File: src/rtl/adcs_pkg.sv
// Purpose: shared constants for the converter control and display block
// Assumes: 16-bit host words, 100 MHz system clock
// Notes: status layout, display codes and converter timing
package adcs_pkg;
	localparam int CLK_PERIOD_NS = 10;
	localparam int HOLD_WINDOW_NS = 1000;
	localparam int HOLD_WINDOW_CYC = (HOLD_WINDOW_NS + CLK_PERIOD_NS - 1) / CLK_PERIOD_NS;
	localparam int CONV_TIME_NS = 19000;
	localparam int CONV_TIME_CYC = CONV_TIME_NS / CLK_PERIOD_NS;
	localparam int ERR_BIT = 15;
	localparam int DUAL_BIT = 14;
	localparam int CHAN_HI = 13;
	localparam int CHAN_LO = 8;
	localparam int DONE_BIT = 7;
	localparam int IRQ_EN_BIT = 6;
	localparam int OVF_EN_BIT = 5;
	localparam int TRIG_EN_BIT = 4;
	localparam int DMA_HI = 3;
	localparam int DMA_LO = 1;
	localparam int START_BIT = 0;
	localparam int SEL_HI = 10;
	localparam int SEL_LO = 8;
	localparam int DP_BIT = 4;
	localparam int DIGITS = 6;
	localparam logic [15:0] STATUS_RESET = 16'h0000;
	localparam logic [11:0] RESULT_ZERO = 12'h800;
	localparam logic [3:0] GLYPH_TEST = 4'hA;
	localparam logic [3:0] GLYPH_MINUS = 4'hD;
	localparam logic [4:0] DIGIT_RESET = 5'h0F;
	localparam logic [7:0] SEG_BLANK = 8'h00;
	localparam logic [7:0] SEG_TEST = 8'hFF;
	localparam logic [7:0] SEG_MINUS = 8'h40;
endpackage

File: src/rtl/adcs_digit.sv
// Purpose: one display digit latch with glyph decode
// Assumes: load strobe is one clock wide
// Notes: segments are gfedcba in bits 6..0, decimal point in bit 7
`timescale 1ns/1ps
`default_nettype none
module adcs_digit (
	input wire logic clk_sys_i,
	input wire logic reset_n_i,
	input wire logic load_i,
	input wire logic [4:0] code_i,
	output logic [7:0] seg_o
);
	logic [4:0] code_r;
	logic [6:0] glyph;
	always_ff @(posedge clk_sys_i)
	begin
		if (!reset_n_i)
			code_r <= adcs_pkg::DIGIT_RESET;
		else if (load_i)
			code_r <= code_i;
	end
	// Glyph table; unlisted codes blank
	always_comb
	begin
		case (code_r[3:0])
			4'h0: glyph = 7'h3F;
			4'h1: glyph = 7'h06;
			4'h2: glyph = 7'h5B;
			4'h3: glyph = 7'h4F;
			4'h4: glyph = 7'h66;
			4'h5: glyph = 7'h6D;
			4'h6: glyph = 7'h7D;
			4'h7: glyph = 7'h07;
			4'h8: glyph = 7'h7F;
			4'h9: glyph = 7'h6F;
			adcs_pkg::GLYPH_TEST: glyph = adcs_pkg::SEG_TEST[6:0];
			adcs_pkg::GLYPH_MINUS: glyph = adcs_pkg::SEG_MINUS[6:0];
			default: glyph = adcs_pkg::SEG_BLANK[6:0];
		endcase
	end
	assign seg_o = {code_r[adcs_pkg::DP_BIT], glyph};
endmodule
`default_nettype wire

File: src/rtl/adcs_ctrl.sv
// Purpose: status register, result buffer and display loader of a converter
// Assumes: select/read/write strobes one clock wide, synchronous to clk_sys_i
// Notes: converter modelled by a cycle counter; result sampled from conv_data_i
// Summary of operation
// - Start request during an active conversion sets the error flag bit 15.
// - Completion while previous result unread sets the error flag.
// - Channel change within first microsecond of hold sets the error flag.
// - Error flag clears on any status write and on initialize; an error set in the same cycle wins over the write.
// - Bit 14 selects dual (1) or single (0) sample-and-hold.
// - Bits 13..8 pick the multiplexer channel.
// - Done bit 7 sets at completion; cleared by interrupt done or result read.
// - Bit 6 set lets done raise an interrupt request.
// - Bit 5 with clock present lets clock overflow start conversions.
// - Bit 4 with clock present lets trigger one start conversions.
// - Writing bit 0 starts a conversion; it clears at completion.
// - Reading data address returns 12-bit result right justified.
// - Result is offset binary, zero volts is octal 4000.
// - Data write loads a digit chosen by bits 10..8; bit 4 decimal point.
// - Two selects: status read/write with bytes, data read result, write display.
// - Interrupt only with enable set and DMA off; interrupt done clears done.
`timescale 1ns/1ps
`default_nettype none
module adcs_ctrl #(
	parameter int CONV_CYC = adcs_pkg::CONV_TIME_CYC,
	parameter int CHAN_W = 6
) (
	input wire logic clk_sys_i,
	input wire logic reset_n_i,
	input wire logic init_i,
	input wire logic sel_status_i,
	input wire logic sel_data_i,
	input wire logic rd_i,
	input wire logic wr_i,
	input wire logic [1:0] byte_en_i,
	input wire logic [15:0] wdata_i,
	output logic [15:0] rdata_o,
	output logic ack_o,
	input wire logic clock_present_i,
	input wire logic clock_ovf_i,
	input wire logic trigger1_i,
	input wire logic [11:0] conv_data_i,
	input wire logic irq_done_i,
	output logic irq_req_o,
	output logic [CHAN_W-1:0] mux_chan_o,
	output logic dual_mode_o,
	output logic [2:0] dma_ctrl_o,
	output logic busy_o,
	output logic [8*adcs_pkg::DIGITS-1:0] seg_o
);
	typedef enum logic [1:0] {
		ADCS_IDLE = 2'b00,
		ADCS_HOLD = 2'b01,
		ADCS_CONV = 2'b10
	} adcs_state_e;

	localparam int CW = $clog2(CONV_CYC + adcs_pkg::HOLD_WINDOW_CYC + 2);

	adcs_state_e state_r, state_nxt;
	logic [CW-1:0] cnt_r, cnt_nxt;
	logic err_r, dual_r, done_r, irq_en_r, ovf_en_r, trig_en_r, start_r, saved_r;
	logic [CHAN_W-1:0] chan_r;
	logic [2:0] dma_r;
	logic [11:0] result_r;
	logic [15:0] status_word;
	wire clr = !reset_n_i || init_i;
	wire st_wr = sel_status_i && wr_i;
	wire st_wr_lo = st_wr && byte_en_i[0];
	wire st_wr_hi = st_wr && byte_en_i[1];
	wire data_rd = sel_data_i && rd_i;
	wire data_wr = sel_data_i && wr_i;
	wire prog_start = st_wr_lo && wdata_i[adcs_pkg::START_BIT];
	wire ovf_start = ovf_en_r && clock_present_i && clock_ovf_i;
	wire trig_start = trig_en_r && clock_present_i && trigger1_i;
	wire start_req = prog_start || ovf_start || trig_start;
	wire active = state_r != ADCS_IDLE;
	wire finish = state_r == ADCS_CONV && cnt_r == CW'(CONV_CYC - 1);
	wire hold_early = state_r == ADCS_HOLD;
	wire chan_change = st_wr_hi && wdata_i[adcs_pkg::CHAN_HI:adcs_pkg::CHAN_LO] != chan_r;
	wire err_set = (start_req && active) || (finish && saved_r) || (chan_change && hold_early);
	wire dma_on = dma_r != 3'b000;

	// Hold window then conversion; a start while busy is refused, only flagged
	always_comb
	begin
		state_nxt = state_r;
		cnt_nxt = cnt_r + CW'(1);
		case (state_r)
			ADCS_IDLE:
			begin
				cnt_nxt = '0;
				if (start_req)
					state_nxt = ADCS_HOLD;
			end
			ADCS_HOLD:
				if (cnt_r == CW'(adcs_pkg::HOLD_WINDOW_CYC - 1))
				begin
					state_nxt = ADCS_CONV;
					cnt_nxt = '0;
				end
			ADCS_CONV:
				if (finish)
				begin
					state_nxt = ADCS_IDLE;
					cnt_nxt = '0;
				end
			default:
			begin
				state_nxt = ADCS_IDLE;
				cnt_nxt = '0;
			end
		endcase
	end

	always_ff @(posedge clk_sys_i)
	begin
		if (clr)
		begin
			state_r <= ADCS_IDLE;
			cnt_r <= '0;
		end
		else
		begin
			state_r <= state_nxt;
			cnt_r <= cnt_nxt;
		end
	end

	// Error: set wins over a same-cycle status write
	always_ff @(posedge clk_sys_i)
	begin
		if (clr)
			err_r <= 1'b0;
		else if (err_set)
			err_r <= 1'b1;
		else if (st_wr)
			err_r <= 1'b0;
	end

	always_ff @(posedge clk_sys_i)
	begin
		if (clr)
		begin
			dual_r <= 1'b0;
			chan_r <= '0;
		end
		else if (st_wr_hi)
		begin
			dual_r <= wdata_i[adcs_pkg::DUAL_BIT];
			chan_r <= wdata_i[adcs_pkg::CHAN_HI:adcs_pkg::CHAN_LO];
		end
	end

	always_ff @(posedge clk_sys_i)
	begin
		if (clr)
		begin
			irq_en_r <= 1'b0;
			ovf_en_r <= 1'b0;
			trig_en_r <= 1'b0;
			dma_r <= 3'b000;
		end
		else if (st_wr_lo)
		begin
			irq_en_r <= wdata_i[adcs_pkg::IRQ_EN_BIT];
			ovf_en_r <= wdata_i[adcs_pkg::OVF_EN_BIT];
			trig_en_r <= wdata_i[adcs_pkg::TRIG_EN_BIT];
			dma_r <= wdata_i[adcs_pkg::DMA_HI:adcs_pkg::DMA_LO];
		end
	end

	// Start bit: stays set until the conversion completes or a low-byte status write loads bit 0 clear
	always_ff @(posedge clk_sys_i)
	begin
		if (clr)
			start_r <= 1'b0;
		else if (finish)
			start_r <= 1'b0;
		else if (st_wr_lo)
			start_r <= wdata_i[adcs_pkg::START_BIT];
	end

	// Done and unread-result flags; completion wins over clears
	always_ff @(posedge clk_sys_i)
	begin
		if (clr)
		begin
			done_r <= 1'b0;
			saved_r <= 1'b0;
			result_r <= adcs_pkg::RESULT_ZERO;
		end
		else if (finish)
		begin
			done_r <= 1'b1;
			saved_r <= 1'b1;
			result_r <= conv_data_i;
		end
		else
		begin
			if (data_rd || irq_done_i)
				done_r <= 1'b0;
			if (data_rd)
				saved_r <= 1'b0;
		end
	end

	assign status_word = {err_r, dual_r, chan_r, done_r, irq_en_r, ovf_en_r, trig_en_r,
		dma_r, start_r};
	always_ff @(posedge clk_sys_i)
	begin
		if (clr)
			rdata_o <= adcs_pkg::STATUS_RESET;
		else if (sel_status_i && rd_i)
			rdata_o <= status_word;
		else if (data_rd)
			rdata_o <= {4'h0, result_r};
	end
	always_ff @(posedge clk_sys_i)
	begin
		if (clr)
			ack_o <= 1'b0;
		else
			ack_o <= sel_status_i || sel_data_i;
	end

	assign irq_req_o = done_r && irq_en_r && !dma_on;
	assign mux_chan_o = chan_r;
	assign dual_mode_o = dual_r;
	assign dma_ctrl_o = dma_r;
	assign busy_o = active;

	// Digit decode; codes 6 and 7 load nothing
	genvar gi;
	generate
		for (gi = 0; gi < adcs_pkg::DIGITS; gi++)
		begin : g_digit
			wire ld = data_wr && wdata_i[adcs_pkg::SEL_HI:adcs_pkg::SEL_LO] == 3'(gi);
			adcs_digit u_digit (
				.clk_sys_i(clk_sys_i),
				.reset_n_i(reset_n_i),
				.load_i(ld),
				.code_i(wdata_i[4:0]),
				.seg_o(seg_o[8*gi +: 8])
			);
		end
	endgenerate

	// Assertions
	property p_err_busy_start;
		@(posedge clk_sys_i) disable iff (clr)
		(start_req && active) |=> err_r;
	endproperty
	a_err_busy_start: assert property (p_err_busy_start) else $error("busy start no error");

	property p_err_overrun;
		@(posedge clk_sys_i) disable iff (clr)
		(finish && saved_r) |=> err_r;
	endproperty
	a_err_overrun: assert property (p_err_overrun) else $error("overrun no error");

	property p_err_chan;
		@(posedge clk_sys_i) disable iff (clr)
		(chan_change && hold_early) |=> err_r;
	endproperty
	a_err_chan: assert property (p_err_chan) else $error("channel change no error");

	property p_err_clear;
		@(posedge clk_sys_i) disable iff (clr)
		(st_wr && !err_set) |=> !err_r;
	endproperty
	a_err_clear: assert property (p_err_clear) else $error("error not cleared");

	property p_done_set;
		@(posedge clk_sys_i) disable iff (clr)
		finish |=> done_r && !start_r && !active && result_r == $past(conv_data_i);
	endproperty
	a_done_set: assert property (p_done_set) else $error("completion effects wrong");

	property p_irq;
		@(posedge clk_sys_i) disable iff (clr)
		irq_req_o |-> (irq_en_r && done_r && dma_r == 3'b000);
	endproperty
	a_irq: assert property (p_irq) else $error("illegal interrupt");

	property p_read_clears;
		@(posedge clk_sys_i) disable iff (clr)
		(data_rd && !finish) |=> !done_r ##0 rdata_o == {4'h0, result_r};
	endproperty
	a_read_clears: assert property (p_read_clears) else $error("result read wrong");

	// Own age count, so the length check does not lean on cnt_r
	logic [CW-1:0] conv_age_r;
	always_ff @(posedge clk_sys_i)
	begin
		if (clr || state_r != ADCS_CONV)
			conv_age_r <= '0;
		else
			conv_age_r <= conv_age_r + CW'(1);
	end
	property p_conv_len;
		@(posedge clk_sys_i) disable iff (clr)
		(state_r == ADCS_CONV) |-> (finish == (conv_age_r == CW'(CONV_CYC - 1)));
	endproperty
	a_conv_len: assert property (p_conv_len) else $error("conversion length wrong");

	c_prog: cover property (@(posedge clk_sys_i) disable iff (clr) prog_start ##1 active);
	c_finish: cover property (@(posedge clk_sys_i) disable iff (clr) finish);
	c_irq: cover property (@(posedge clk_sys_i) disable iff (clr) irq_req_o ##1 irq_done_i);
	c_err: cover property (@(posedge clk_sys_i) disable iff (clr) $rose(err_r));
endmodule
`default_nettype wire

File: config.mk
export PLATFORM = sky130hd
export DESIGN_NAME = adcs_ctrl
export DESIGN_NICKNAME = d
export VERILOG_FILES = /design/src/rtl/adcs_pkg.sv /design/src/rtl/adcs_digit.sv /design/src/rtl/adcs_ctrl.sv
export SDC_FILE = /design/constraint.sdc
export NUM_CORES = 1
export LEC_CHECK = 0
export BUFFER_PORTS_ARGS = -buffer_cell sky130_fd_sc_hd__buf_2
export CAP_MARGIN = 0
export CELL_PAD_IN_SITES_DETAIL_PLACEMENT = 2
export CELL_PAD_IN_SITES_GLOBAL_PLACEMENT = 2
export CORE_ASPECT_RATIO = 0.6
export CORE_MARGIN = 1.5
export CORE_UTILIZATION = 33
export CTS_CLUSTER_DIAMETER = 100
export DETAILED_ROUTE_END_ITERATION = 10
export PLACE_DENSITY = 0.81
export SLEW_MARGIN = 20
export SYNTH_ARGS = -nofsm -noshare
export SYNTH_HDL_FRONTEND = slang
export SYNTH_SLANG_ARGS = --single-unit
File: constraint.sdc
create_clock -name clk_sys_i -period 3.3 [get_ports clk_sys_i]
set_input_delay 0.825 -clock clk_sys_i [delete_from_list [all_inputs] [get_ports clk_sys_i]]
set_output_delay 0.825 -clock clk_sys_i [all_outputs]
set_load 0.02 [all_outputs]
==> results_dict.tcl <==
set metrics [dict create \
    status "complete, no violations" \
    grt_max_degree 27 \
    rsz0062_at_grt "false" \
    p_per_area_nw_per_um2 488 \
    h-tree-depth 4 \
    async_reset_ff_frac 0 \
    drive_above_1_share 0.207 \
    slowest_stage "o211ai_1" \
    final-hold-violation-count 0 \
    antenna_cells 0 \
    path_cells "buf_2 > and4b_1 > nand2_1 > o211ai_1 > ha_1 > inv_1 > a31oi_1 > a41o_1 > o22ai_1" \
    wire_per_inst_um 21.1 \
    crit_type "in -> reg" \
    finalCriticalPeriod_ps 2750 \
    cp_top_family "compound AO/OA/AOI/OAI gates" \
    clock_skew_ps 8.96 \
    numPortBuffers 115 \
    drcViolationCount 0 \
    hpwl_mm 16.2 \
    worstHoldPathType "reg -> reg" \
    grt-ovfl-total 0 \
    min_from "result_r[3]" \
    ys.flop_type "dfxtp_1" \
    layout_common_cells "dfxtp_1 (131), buf_2 (115), nand2_1 (60)" \
    crit_path_end_kind "flop" \
    nNetsFinal 890 \
    max-slew-margin-rel 0.467 \
    drv_cap 0 \
    startpoint_type "input port" \
    crit_path_max_incr_delay_ps 460 \
    grt_first_pass_wirelength_mm 35.2 \
    ant_nets 0 \
    setup-tns-final_ps 0 \
    synth-seq-cells 131 \
    synth-edff-count 0 \
    core-area_um2 18400 \
    vias 5713 \
    numCtsBuffers 17 \
    fin_crit_sh 0.833 \
    cts_resized 0 \
    synth_warnings 0 \
    synth.cell_area_um2 6300 \
    cts_setup_buffers 0 \
    start_util 0.342 \
    hold_path_depth 2 \
    path_buf_inv 2 \
    ys_seq_area_frac 0.416 \
    clkPwrFrac 0.481 \
    die_h_um 110 \
    clock_sinks 131 \
    io_pins 118 \
    final_common_cell "dfxtp_1" \
    switchingPower_mw 0.949 \
    multiInputGateArea_um2 3270 \
    dieWidth_um 181 \
    die-area_um2 20000 \
    clk_pin_slew_ps 60 \
    reg2reg_to "cnt_r[10]" \
    intPower_mw 2.75 \
    synth_nets 792 \
    nFillCells 2014 \
    finalSetupViolations 0 \
    antenna_found_initial 0 \
    gp_congestion 0.808 \
    cts_tree "yes" \
    power_frac_seq 0.438 \
    cts_root_buf "clkbuf_16" \
    fmax_ghz 0.364 \
    rows 38 \
    grt_pass1_vias 6280 \
    power_frac_comb 0.080 \
    clkLatencyLatePin_ps 430 \
    hold_slack_ps 453 \
    max_slew.worst_pin.slew_ps 799 \
    track_usage 0.231 \
    worstPathArrival_ps 3040 \
    critPathMaxFanout 11 \
    clk_path_buf_depth 2 \
    syn_area_per_cell_um2 8.87 \
    cp.required_ps 3590 \
    total_leakage_power_nw 3.52 \
    synthCells 710 \
    area.growth.synth_to_final_pct 20.3 \
    via_per_inst 5.39 \
    switching_share 0.257 \
    reg2reg_from "cnt_r[0]" \
    firstDrtPassIters 4 \
    regToRegSetupSlack_ps 870 \
    cts_hold_buf 0 \
    vdd_ir_drop_max_uv 351 \
    drt_iter0_drc 307 \
    wl_mm 22.4 \
    whs_endpoint "result_r[3]" \
    rr_worst_depth 7 \
    seq_area_um2 2620 \
    slew_viol_final 0 \
    ys_types 62 \
]
[worst max-delay path by stage]
stage                    from                          end  slack [ps]  depth (start not counted)
global placement         wr_i  g_digit[5].u_digit.glyph[3]         390                          9
CTS                      wr_i  g_digit[5].u_digit.glyph[0]         560                          9
detailed placement       wr_i  g_digit[5].u_digit.glyph[0]         190                          9
global route             wr_i  g_digit[5].u_digit.glyph[3]         340                          9
floorplan           reset_n_i  g_digit[4].u_digit.glyph[0]         630                         10
finish                   wr_i  g_digit[5].u_digit.glyph[0]         550                          9
[synth_stat cells (5+ instances only)]
| master | n | share of area |
|---|---|---|
| nor2b_1 | 6 | 0.0060 |
| nand4_1 | 7 | 0.0069 |
| nand2b_1 | 16 | 0.016 |
| o21a_1 | 5 | 0.0060 |
| o22ai_1 | 11 | 0.011 |
| buf_4 | 9 | 0.011 |
| and3_1 | 5 | 0.0050 |
| xor2_1 | 13 | 0.018 |
| a21o_1 | 6 | 0.0071 |
| mux2i_1 | 31 | 0.049 |
| o211ai_1 | 14 | 0.017 |
| nand3_1 | 55 | 0.044 |
| ha_1 | 41 | 0.081 |
| nand2_1 | 60 | 0.036 |
| a21oi_1 | 37 | 0.029 |
| a32o_1 | 5 | 0.0079 |
| o21ai_0 | 43 | 0.034 |
| clkbuf_1 | 21 | 0.013 |
| xnor2_1 | 9 | 0.013 |
| nor2_1 | 46 | 0.027 |
| dfxtp_1 | 131 | 0.42 |
| buf_2 | 14 | 0.011 |
| inv_1 | 43 | 0.026 |
| a21boi_0 | 6 | 0.0071 |
[power groups by stage]
stage / Clock [mW] / Combinational (mW) / Sequential (mW)
finish: 1.78 / 0.297 / 1.62
global route: 1.89 / 0.322 / 1.62
CTS: 1.80 / 0.296 / 1.62
detailed placement: 0 / 0.290 / 1.65
global placement: 0 / 0.275 / 1.65
floorplan: 0 / 0.161 / 1.67
[worst min-delay path: stages, from the launching register on]
cell,delay (ps)
dfxtp_1,300
nand2_1,50
a21oi_1,50
[per-stage QoR]
stage | cells | util | setup WS, ps | power (mW) | area, um^2
5_1_grt | 1060 | 0.412 | 341 | 3.83 | 7580
2_1_floorplan | 710 | - | 634 | 1.83 | 6300
3_3_place_gp | 1029 | 0.382 | 386 | 1.93 | 7030
3_5_place_dp | 1029 | 0.382 | 193 | 1.94 | 7030
4_1_cts | 1060 | 0.412 | 560 | 3.72 | 7580
6_report | 1060 | 0.412 | 550 | 3.70 | 7580
[layer usage]
| layer | vias to the layer above | routed length (um) | GRT usage | part of all wire |
|---|---|---|---|---|
| met2 | 127 | 10300 | 0.377 | 0.46 |
| li1 | 2677 | - | - | - |
| met4 | 0 | 408 | 0.0863 | 0.018 |
| met5 | - | 0 | 0 | 0 |
| met3 | 34 | 829 | 0.0483 | 0.037 |
| met1 | 2875 | 10900 | 0.305 | 0.49 |
[area by class of cell]
type,count,share of cell area
timing repair buffer,128,0.0888
tap,240,0.0396
sequential,131,0.346
clock buffer,22,0.0652
clock inverter,9,0.00726
multi-input combinational,486,0.431
inverter,44,0.0218
[logic make-up (layout without fill, tap and decap cells)]
family | Yosys count | count (layout) | synth area share
AND/OR/NAND/NOR | 222 | 222 | 0.176
XOR/XNOR | 22 | 22 | 0.0306
multiplexers | 34 | 34 | 0.0546
buffers and inverters | 93 | 203 | 0.0647
adder cells (fa/ha/maj) | 41 | 41 | 0.0814
flip-flops | 131 | 131 | 0.416
AO/OA/AOI/OAI | 167 | 167 | 0.177
[registers in the layout, indices dropped and copies added, names as in the netlist, 2 cells and up]
name / count
cnt_r: 11
dma_ctrl_o: 3
g_digit.u_digit.code_r: 30
g_digit.u_digit.glyph: 42
mux_chan_o: 6
rdata_o: 16
result_r: 12
state_r: 2
Note: power is estimated with default switching activity, not from simulation.
